### config.mk
export PLATFORM = sky130hd
export DESIGN_NAME = light_persist_and_pulse_config
export DESIGN_NICKNAME = d
export VERILOG_FILES = /design/src/design/light_cfg_pkg.sv /design/src/design/ambient_persist_filter.sv /design/src/design/light_persist_and_pulse_config.sv
export SDC_FILE = /design/constraint.sdc
export NUM_CORES = 1
export LEC_CHECK = 0
export BUFFER_PORTS_ARGS = -buffer_cell sky130_fd_sc_hd__buf_2
export CORE_UTILIZATION = 40
export CTS_CLUSTER_SIZE = 24
export DETAILED_ROUTE_END_ITERATION = 7
export GPL_TIMING_DRIVEN = 0
export HOLD_SLACK_MARGIN = 0.1
export SYNTH_ARGS = -nofsm -noshare
export SYNTH_HDL_FRONTEND = slang
export SYNTH_HIERARCHICAL = 1
export SYNTH_SLANG_ARGS = --single-unit
### constraint.sdc
create_clock -name ref_clk -period 5 [get_ports ref_clk]
set_clock_uncertainty 0.15 [all_clocks]
set_input_delay 1 -clock ref_clk [delete_from_list [all_inputs] [get_ports ref_clk]]
set_output_delay 1 -clock ref_clk [all_outputs]
set_load 0.05 [all_outputs]
### src/design/light_cfg_pkg.sv
// constants for the light persistence and pulse configuration block
// assumes a 20 mhz ref_clk and an 8-bit register port
`default_nettype none
package light_cfg_pkg;
   localparam logic [7:0] general_config_addr = 8'h8d;
   localparam logic [7:0] pulse_config_addr   = 8'h8e;
   localparam logic [7:0] persistence_addr    = 8'h8c;
   localparam logic [7:0] general_config_rst  = 8'h00;
   localparam logic [7:0] pulse_config_rst    = 8'h00;
   localparam logic [7:0] persistence_rst     = 8'h00;
   localparam logic [7:0] general_config_mask = 8'h24;
   localparam int idle_power_saving_bit = 5;
   localparam int long_wait_bit         = 2;
   localparam int pulse_length_lsb      = 6;
   localparam int pulse_count_lsb       = 0;
   localparam int ambient_persistence_register_lsb      = 0;
   localparam int long_wait_factor      = 12;
   localparam int clk_mhz               = 20;
   localparam int pulse_base_us         = 4;
   localparam logic [9:0] pulse_base_cycles = 10'(pulse_base_us * clk_mhz);
   localparam int pulse_gap_us          = 4;
   localparam logic [9:0] pulse_gap_cycles = 10'(pulse_gap_us * clk_mhz);
   typedef enum logic [1:0] {
      st_idle  = 2'b00,
      st_on    = 2'b01,
      st_off   = 2'b10
   } pulse_state_e;
endpackage
`default_nettype wire

### src/design/ambient_persist_filter.sv
// consecutive out-of-range filter for clear-channel results
// assumes one result_valid pulse per completed ambient cycle
`timescale 1ns/1ps
`default_nettype none
module ambient_persist_filter
   import light_cfg_pkg::*;
(
   input  wire logic        ref_clk,
   input  wire logic        rst,
   input  wire logic [3:0]  ambient_persistence,
   input  wire logic        result_valid,
   input  wire logic [15:0] clear_channel_result,
   input  wire logic [15:0] ambient_low_threshold,
   input  wire logic [15:0] ambient_high_threshold,
   input  wire logic        pending_clear,
   output logic             ambient_int_pending,
   output logic [5:0]       out_of_range_count
);
   function automatic logic [5:0] required_count(input logic [3:0] p);
      if (p <= 4'h3)
         required_count = {2'b00, p};
      else if (p == 4'h4)
         required_count = 6'h05;
      else
         required_count = 6'(5 * (int'(p) - 3));
   endfunction

   logic       out_range;
   logic [5:0] need;
   logic       hit;
   assign out_range = (clear_channel_result < ambient_low_threshold) ||
                      (clear_channel_result > ambient_high_threshold);
   assign need = required_count(ambient_persistence);
   assign hit  = result_valid &&
                 ((ambient_persistence == 4'h0) ||
                  (out_range && (out_of_range_count + 6'h01 >= need)));

   always_ff @(posedge ref_clk)
   begin
      if (rst)
         out_of_range_count <= 6'h00;
      else if (result_valid)
      begin
         if (!out_range)
            out_of_range_count <= 6'h00;
         else if (out_of_range_count < need)
            out_of_range_count <= out_of_range_count + 6'h01;
      end                                                                  // saturate
   end

   // set wins over clear so an event in the clear cycle is kept
   always_ff @(posedge ref_clk)
   begin
      if (rst)
         ambient_int_pending <= 1'b0;
      else if (hit)
         ambient_int_pending <= 1'b1;
      else if (pending_clear)
         ambient_int_pending <= 1'b0;
   end
endmodule // ambient_persist_filter
`default_nettype wire

### src/design/light_persist_and_pulse_config.sv
// registers, idle/wait control and led pulse train for the light sensor
// assumes a synchronous byte register port driven by the serial interface
`timescale 1ns/1ps
`default_nettype none
module light_persist_and_pulse_config
   import light_cfg_pkg::*;
(
   input  wire logic        ref_clk,
   input  wire logic        rst,
   input  wire logic [7:0]  reg_addr,
   input  wire logic [7:0]  reg_wdata,
   input  wire logic        reg_write,
   input  wire logic        reg_read,
   output logic [7:0]       reg_rdata,
   input  wire logic        sample_start,
   output logic             led_driver_output,
   output logic             sample_busy,
   input  wire logic        result_valid,
   input  wire logic [15:0] clear_channel_result,
   input  wire logic [15:0] ambient_low_threshold,
   input  wire logic [15:0] ambient_high_threshold,
   input  wire logic        ambient_int_clear,
   output logic             ambient_int_pending,
   input  wire logic [7:0]  wait_base_cycles,
   output logic [11:0]      wait_cycles,
   input  wire logic        functions_idle,
   output logic             low_power
);
   // ************************************************************
   // registers
   // ************************************************************
   logic [7:0] general_config;
   logic [7:0] pulse_config;
   logic [7:0] persistence_register;
   logic       write_general;
   logic       write_pulse;
   logic       write_persistence;

   assign write_general     = reg_write && (reg_addr == general_config_addr);
   assign write_pulse       = reg_write && (reg_addr == pulse_config_addr);
   assign write_persistence = reg_write && (reg_addr == persistence_addr);

   // reserved bits are dropped on the way in, so they can never read back set
   always_ff @(posedge ref_clk)
   begin
      if (rst)
         general_config <= general_config_rst;
      else if (write_general)
         general_config <= reg_wdata & general_config_mask;
   end

   always_ff @(posedge ref_clk)
   begin
      if (rst)
         pulse_config <= pulse_config_rst;
      else if (write_pulse)
         pulse_config <= reg_wdata;
   end

   // upper nibble is stored but unused here
   always_ff @(posedge ref_clk)
   begin
      if (rst)
         persistence_register <= persistence_rst;
      else if (write_persistence)
         persistence_register <= reg_wdata;
   end

   // unmapped addresses read as zero
   always_ff @(posedge ref_clk)
   begin
      if (rst)
         reg_rdata <= 8'h00;
      else if (reg_read)
      begin
         case (reg_addr)
            general_config_addr: reg_rdata <= general_config;
            pulse_config_addr:   reg_rdata <= pulse_config;
            persistence_addr:    reg_rdata <= persistence_register;
            default:             reg_rdata <= 8'h00;
         endcase
      end
   end

   // ************************************************************
   // idle power and wait scaling
   // ************************************************************
   always_ff @(posedge ref_clk)
   begin
      if (rst)
      begin
         low_power   <= 1'b0;
         wait_cycles <= 12'h000;
      end
      else
      begin
         low_power <= general_config[idle_power_saving_bit] && functions_idle;
         if (general_config[long_wait_bit])
            wait_cycles <= 12'(int'(wait_base_cycles) * long_wait_factor);
         else
            wait_cycles <= {4'h0, wait_base_cycles};
      end
   end

   // ************************************************************
   // ambient persistence filter
   // ************************************************************
   ambient_persist_filter u_filter (
      .ref_clk                (ref_clk),
      .rst                    (rst),
      .ambient_persistence    (persistence_register[ambient_persistence_register_lsb +: 4]),
      .result_valid           (result_valid),
      .clear_channel_result   (clear_channel_result),
      .ambient_low_threshold  (ambient_low_threshold),
      .ambient_high_threshold (ambient_high_threshold),
      .pending_clear          (ambient_int_clear),
      .ambient_int_pending    (ambient_int_pending),
      .out_of_range_count     ()
   );

   // ************************************************************
   // led pulse train
   // ************************************************************
   // settings are latched at sample start so a write mid-sample cannot bend a pulse
   pulse_state_e state;
   logic [9:0]   timer;
   logic [9:0]   on_cycles;
   logic [6:0]   pulses_left;
   logic         start_taken;
   logic         on_done;
   logic         off_done;

   function automatic logic [9:0] on_time(input logic [1:0] code);
      on_time = pulse_base_cycles << code;
   endfunction

   assign start_taken = (state == st_idle) && sample_start;
   assign on_done     = (state == st_on) && (timer == 10'h001);
   assign off_done    = (state == st_off) && (timer == 10'h001);

   // phase sequencer; a start while busy is ignored
   always_ff @(posedge ref_clk)
   begin
      if (rst)
         state <= st_idle;
      else
      begin
         case (state)
            st_idle:
               if (sample_start)
                  state <= st_on;
            st_on:
               if (timer == 10'h001)
                  state <= st_off;
            st_off:
               if (timer == 10'h001)
               begin
                  if (pulses_left == 7'h00)
                     state <= st_idle;
                  else
                     state <= st_on;
               end
            default:
               state <= st_idle;
         endcase
      end
   end

   // one down-counter serves both the on phase and the gap
   always_ff @(posedge ref_clk)
   begin
      if (rst)
         timer <= 10'h000;
      else if (start_taken)
         timer <= on_time(pulse_config[pulse_length_lsb +: 2]);
      else if (on_done)
         timer <= pulse_gap_cycles;
      else if (off_done)
         timer <= on_cycles;
      else if (state != st_idle)
         timer <= timer - 10'h001;
   end

   always_ff @(posedge ref_clk)
   begin
      if (rst)
         on_cycles <= 10'h000;
      else if (start_taken)
         on_cycles <= on_time(pulse_config[pulse_length_lsb +: 2]);
   end

   // loaded with count plus one, so a field of 63 still fits in seven bits
   always_ff @(posedge ref_clk)
   begin
      if (rst)
         pulses_left <= 7'h00;
      else if (start_taken)
         pulses_left <= {1'b0, pulse_config[pulse_count_lsb +: 6]} + 7'h01;
      else if (on_done)
         pulses_left <= pulses_left - 7'h01;
   end

   always_ff @(posedge ref_clk)
   begin
      if (rst)
         led_driver_output <= 1'b0;
      else
         led_driver_output <= (state == st_on);
   end

   assign sample_busy = (state != st_idle);
endmodule // light_persist_and_pulse_config
`default_nettype wire

==> results.py, run 1 <==
metrics = {
    "floorplanning": {
        "die-area_mm2": 0.0130,
        "ios": 104,
        "rows": 40,
        "start_util": 0.415,
        "die_h_um": 114,
        "die_w_um": 114,
        "core_area_mm2": 0.0121,
    },
    "layout": {
        "antenna_cells": 0,
        "post-route-util": 0.500,
        "final_cell_count_no_fill": 895,
        "fin_area_mm2": 0.00605,
        "finalNetCount": 868,
        "drive_above_1_share": 0.187,
        "area_growth_pct": 20.3,
    },
    "logic_synthesis": {
        "avgSynthCellArea_um2": 8.25,
        "synth_top_area_share": 0.286,
        "ys_async_sr_fraction": 0,
        "ys_ff_latch": 72,
        "ys_top_cells_by_area": "dfxtp_1, ha_1, mux2i_1",
        "ys_warn_count": 6,
        "synth_top_area_cell": "dfxtp_1",
        "synthFlopType": "dfxtp_1",
        "yosys-top-cells-count": "nor2_1, dfxtp_1, ha_1",
        "syn-instance-count": 610,
        "synth_edf_count": 0,
        "synth_nets": 756,
        "syn_area_mm2": 0.00503,
        "synth.distinct_cells": 66,
        "ys_seq_area_frac": 0.286,
        "yosysMostFrequentCell": "nor2_1",
    },
    "global_routing": {
        "met3_usage": 0.0371,
        "use_met1": 0.240,
        "grt_pass1_wl_um": 20300,
        "overflow": 0,
        "grt_max_degree": 13,
        "use_met2": 0.336,
        "grtUsageTotal": 0.193,
        "grt_pass1_vias": 4488,
        "grt.busiest_layer": "met2",
        "grt_antenna_before_repair": 0,
    },
    "sta": {
        "slew_headroom": 0.548,
        "finalCritPeriodShare": 0.762,
        "rsz0062_at_grt": "no",
        "period_minus_slack_ns": 3.81,
        "worst_pin_slew_ns": 0.678,
        "setup_tns_ns": 0,
        "finalSetupViolCount": 0,
        "report.final.slew_viol_count": 0,
        "fmax_mhz": 263,
        "hold_viol_final": 0,
    },
    "clock_network": {
        "cts.htree.levels": 3,
        "cts_sinks": 72,
        "cts-resized-gates": 0,
        "postCtsHoldBufs": 0,
        "clock_latency_ns": 0.33,
        "cts_root_buffer": "clkbuf_16",
        "tritoncts": "built",
        "clock_path_buffers": 2,
        "cts_buffers": 9,
        "post_cts_buffers": 0,
        "path_clk_slew_ns": 0.06,
    },
    "route": {
        "ant_nets": 0,
        "vias": 4614,
        "firstDrtPassIters": 4,
        "drc_errors": 0,
        "wl_per_cell_um": 13.7,
        "drt_iter0_markers": 158,
        "routed_wl_um": 12200,
        "avgViaCountPerCell": 5.16,
    },
    "pwr": {
        "switching_power_uw": 502,
        "pwr-share-seq": 0.381,
        "vdd_drop_max_uv": 189,
        "comb_power_share": 0.227,
        "total_power_mw": 1.67,
        "p_int_mw": 1.17,
        "p_per_area_mw_per_mm2": 277,
        "switching_share": 0.300,
        "clkPwrFrac": 0.392,
        "p_leak_nw": 2.85,
    },
    "setup_path": {
        "crit_fanout": 7,
        "cp-end-kind": "flop",
        "crit_required_ns": 5.10,
        "arrival_ns": 3.91,
        "critPathKind": "reg2reg",
        "cp-start-kind": "flop",
    },
    "place": {
        "gp_congestion": 0.867,
        "placed_area_mm2": 0.00575,
        "place_inst": 879,
        "port-buffer-count": 101,
        "dp_hpwl_um": 9520,
    },
    "status": {
        "status": "finished, final reports clean",
    },
    "run": {
        "maxCapViolations": 0,
    },
    "min_path": {
        "hp-class": "reg2reg",
    },
}
[flip-flops by register name (all words and copies together), names as in the netlist, 2 cells and up]
register                     cells
timer                           10
pulse_config                     8
on_cycles                        6
state                            2
wait_cycles                     12
pulses_left                      7
general_config                   2
persistence_register             8
reg_rdata                        8
u_filter/out_of_range_count      6
[through the flow]
stage / setup slack [ns] / hold WS [ns]
2_1_floorplan: 1.61 / 0.287
3_3_place_gp: 1.27 / 0.303
3_5_place_dp: 1.21 / 0.305
4_1_cts: 1.16 / 0.314
5_1_grt: 0.833 / 0.337
6_report: 1.19 / 0.310
[routing by layer]
metal	part of all wire	vias up
met5	0	-
met4	0.015	0
met3	0.052	16
met2	0.46	125
met1	0.48	2104
li1	-	2369
[power by group through the flow]
stage                     logic, mW  clock network [mW]  registers (mW)
after floorplan               0.255                   0           0.659
after global placement        0.368                   0           0.648
after detailed placement      0.377                   0           0.650
after CTS                     0.380               0.668           0.637
after global routing          0.426               0.687           0.642
final                         0.381               0.656           0.638
[cells in the final DEF (no fill, tap or decap), types with 3 or more instances in the layout]
master,count
buf_2,104
nor2_1,81
dfxtp_1,72
ha_1,64
inv_1,55
a21oi_1,44
nand2_1,42
mux2i_1,35
o21ai_0,20
nand3_1,19
xor2_1,17
clkbuf_1,15
nor3_1,14
xnor2_1,13
and3_1,10
clkbuf_16,9
nor2b_1,7
nand4_1,7
a211oi_1,7
nor4_1,5
nand2b_1,5
or4_1,4
o211ai_1,4
a211o_1,4
nand4b_1,3
nor4bb_1,3
nor4b_1,3
o21a_1,3
a21o_1,3
[path summary, 6_finish.rpt]
| kind | startpoint | slack (ns) | depth (start not counted) | endpoint |
|---|---|---|---|---|
| min | on_cycles[5] | 0.31 | 2 | on_cycles[5] |
| max | persistence_register[2] | 1.19 | 14 | u_filter/out_of_range_count[2] |
| min reg2reg | on_cycles[5] | 0.31 | 2 | on_cycles[5] |
| max reg2reg | persistence_register[2] | 1.19 | 14 | u_filter/out_of_range_count[2] |
[worst max-delay path, cell delays in order (launching register included)]
cell	delay, ns
dfxtp_1	0.36
clkbuf_1	0.28
a21oi_1	0.09
xor2_1	0.17
ha_1	0.32
ha_1	0.21
fa_1	0.37
xnor2_1	0.20
xnor2_1	0.13
nand2_1	0.11
ha_1	0.23
o41ai_2	0.59
nand3_1	0.17
xor2_1	0.17
nor3_1	0.16
[cell type report]
| cell class | instances | area [um^2] |
|---|---|---|
| clock buffers | 11 | 253 |
| clock inverters | 5 | 55.1 |
| multi-input cells | 461 | 3300 |
| flip-flops and latches | 72 | 1440 |
| inverters | 56 | 210 |
| fillers | 1174 | 6060 |
| plain buffers | 21 | 83.8 |
| well taps | 168 | 210 |
| repair buffers | 101 | 505 |
[cells by family (layout without fill, tap and decap cells)]
family,count (synthesis),after routing,share of synthesized area
muxes,36,36,0.0719
and+or+nand+nor,220,220,0.222
AOI/OAI and AO/OA,108,108,0.140
xor gates and xnor gates,30,30,0.0522
adders and majority gates,67,67,0.169
buffers and inverters,77,194,0.0584
DFF,72,72,0.286
Power figures use the tool's default switching activity.
==> run 2, diff against run 1 <==
==> constraint.sdc (replaced) <==
create_clock -name ref_clk -period 3.1 [get_ports ref_clk]
set_clock_uncertainty 0.15 [all_clocks]
set_input_delay 0.62 -clock ref_clk [delete_from_list [all_inputs] [get_ports ref_clk]]
set_output_delay 0.62 -clock ref_clk [all_outputs]
set_load 0.05 [all_outputs]
==> results.py, run 2 (synthesis gave the netlist of run 1 again) <==
metrics = {
    "min_path": {
        "hp-class": "reg2reg",
        "min_path_cells": 2,
    },
    "clock_network": {
        "cts.htree.levels": 3,
        "cts_sinks": 72,
        "clock_latency_ns": 0.35,
        "path_clk_slew_ns": 0.06,
        "postCtsHoldBufs": 0,
        "clock_path_buffers": 2,
        "cts_root_buffer": "clkbuf_16",
        "cts_buffers": 9,
        "tritoncts": "built",
    },
    "place": {
        "post-place-ws_ns": -0.345,
        "dp_hpwl_um": 9490,
        "port-buffer-count": 101,
        "gp_congestion": 0.838,
    },
    "sta": {
        "slew_headroom": 0.551,
        "fmax_mhz": 309,
        "whs_ns": 0.310,
        "setup_tns_ns": -0.636,
        "finalSetupViolCount": 6,
        "finalCritPeriodShare": 1.04,
        "worst_pin_slew_ns": 0.673,
        "rsz0062_at_grt": "yes",
        "period_minus_slack_ns": 3.24,
        "layout_setup_ws_ns": -0.135,
        "report.final.slew_viol_count": 0,
        "hold_viol_final": 0,
    },
    "floorplanning": {
        "die_h_um": 114,
        "ios": 104,
        "die_w_um": 114,
        "core_area_mm2": 0.0121,
        "die-area_mm2": 0.0130,
        "rows": 40,
        "start_util": 0.415,
    },
    "setup_path": {
        "cp_slowest_cell": "dfxtp_4",
        "reg2regPathDepth": 14,
        "cp-start-kind": "flop",
        "crit_chain": "a21oi_4 -> xor2_2 -> ha_1 -> ha_2 -> fa_2 -> xnor2_2 -> xnor2_1 -> nand2_1 -> ha_4 -> o41ai_4 -> buf_4 -> nand3_1 -> xor2_1 -> nor3_1",
        "arrival_ns": 3.35,
        "crit_fanout": 6,
        "critPathMaxStageDelay_ns": 0.38,
        "crit_required_ns": 3.22,
        "critPathKind": "reg2reg",
        "cp-end-kind": "flop",
    },
    "global_routing": {
        "overflow": 0,
        "grt_pass1_vias": 4522,
        "grt_max_degree": 15,
        "grtUsageTotal": 0.197,
        "grt_pass1_wl_um": 20600,
        "grt_antenna_before_repair": 0,
    },
    "status": {
        "status": "finished with violations",
        "failed_checks": "setup timing",
    },
    "pwr": {
        "vdd_drop_max_uv": 287,
        "switching_share": 0.312,
        "comb_power_share": 0.224,
        "pwr-share-seq": 0.380,
        "total_power_mw": 2.70,
        "p_leak_nw": 2.94,
        "p_per_area_mw_per_mm2": 428,
        "clkPwrFrac": 0.395,
        "p_int_mw": 1.85,
        "switching_power_uw": 842,
    },
    "layout": {
        "largest_register_ffs": 12,
        "drive_above_1_share": 0.230,
        "largest-register": "wait_cycles",
        "area_growth_pct": 25.2,
        "layout_commonest_cell": "buf_2",
        "antenna_cells": 0,
        "finalNetCount": 880,
        "reg_top3": "wait_cycles (12), timer (10)",
        "final_cell_mix": "buf_2, nor2_1, dfxtp_1, ha_1, inv_1",
    },
    "route": {
        "firstDrtPassIters": 5,
        "wl_per_cell_um": 13.7,
        "ant_nets": 0,
        "drt_iter0_markers": 220,
        "vias": 4614,
        "avgViaCountPerCell": 5.09,
        "routed_wl_um": 12400,
        "drc_errors": 0,
    },
    "run": {
        "maxCapViolations": 0,
    },
}
run 2: changes by cell type in the layout (fill, tap and decap cells not counted), sizes merged:
| cell | before | now |
|---|---|---|
| clkinvlp | 2 | 1 |
| inv | 55 | 58 |
| buf | 106 | 119 |
| clkbuf | 27 | 24 |
run 2: worst paths after layout:
| kind | start | to | slack (ns) |
|---|---|---|---|
| setup / recovery | persistence_register[1] | u_filter/out_of_range_count[3] | -0.14 |
| hold / removal | on_cycles[9] | on_cycles[9] | 0.31 |
| setup reg to reg | persistence_register[1] | u_filter/out_of_range_count[3] | -0.14 |
| hold reg to reg | on_cycles[9] | on_cycles[9] | 0.31 |
run 2: routing by layer:
layer  GRT usage  up-vias  part of all wire
met5           0        -                 0
met4      0.0831        0             0.015
met3      0.0355       13             0.054
met2       0.336      122              0.47
met1       0.245     2086              0.46
li1            -     2393                 -
run 2: what timing repair did:
item	in CTS	in global routing
pin swaps	15	9
resized for setup	13	10
setup buffers	11	2
setup endpoints to repair	7	7
run 2: area by class of cell:
class                           instances  area [um^2]
Multi-Input combinational cell        461         3430
Sequential cell                        72         1450
Inverter                               56          213
Timing Repair Buffer                  114          603
Clock inverter                          7         77.6
Clock buffer                            9          225
Fill cell                            1182         5810
Tap cell                              168          210
Buffer                                 20         90.1
run 2: worst max-delay path: cells and delay by family, from the launching register on:
family	cells	cell delay (ns)
buffers and inverters	1	0.22
xor gates and xnor gates	4	0.59
and+or+nand+nor	3	0.33
adders and majority gates	4	0.97
AOI/OAI and AO/OA	2	0.52
DFF	1	0.38
run 2: power by group through the flow:
stage | combinational (mW) | clock (mW) | sequential (mW)
floorplan | 0.411 | 0 | 1.06
global placement | 0.592 | 0 | 1.04
detailed placement | 0.602 | 0 | 1.04
CTS | 0.608 | 1.08 | 1.02
global route | 0.688 | 1.13 | 1.03
finish | 0.605 | 1.07 | 1.02
run 2: per-stage QoR:
stage | std cells | util | cell area [um^2]
after global routing | 907 | 0.520 | 6300
after detailed placement | 879 | 0.479 | 5800
final | 907 | 0.520 | 6300
after global placement | 879 | 0.479 | 5800
after floorplan | 610 | - | 5080
after CTS | 905 | 0.514 | 6230
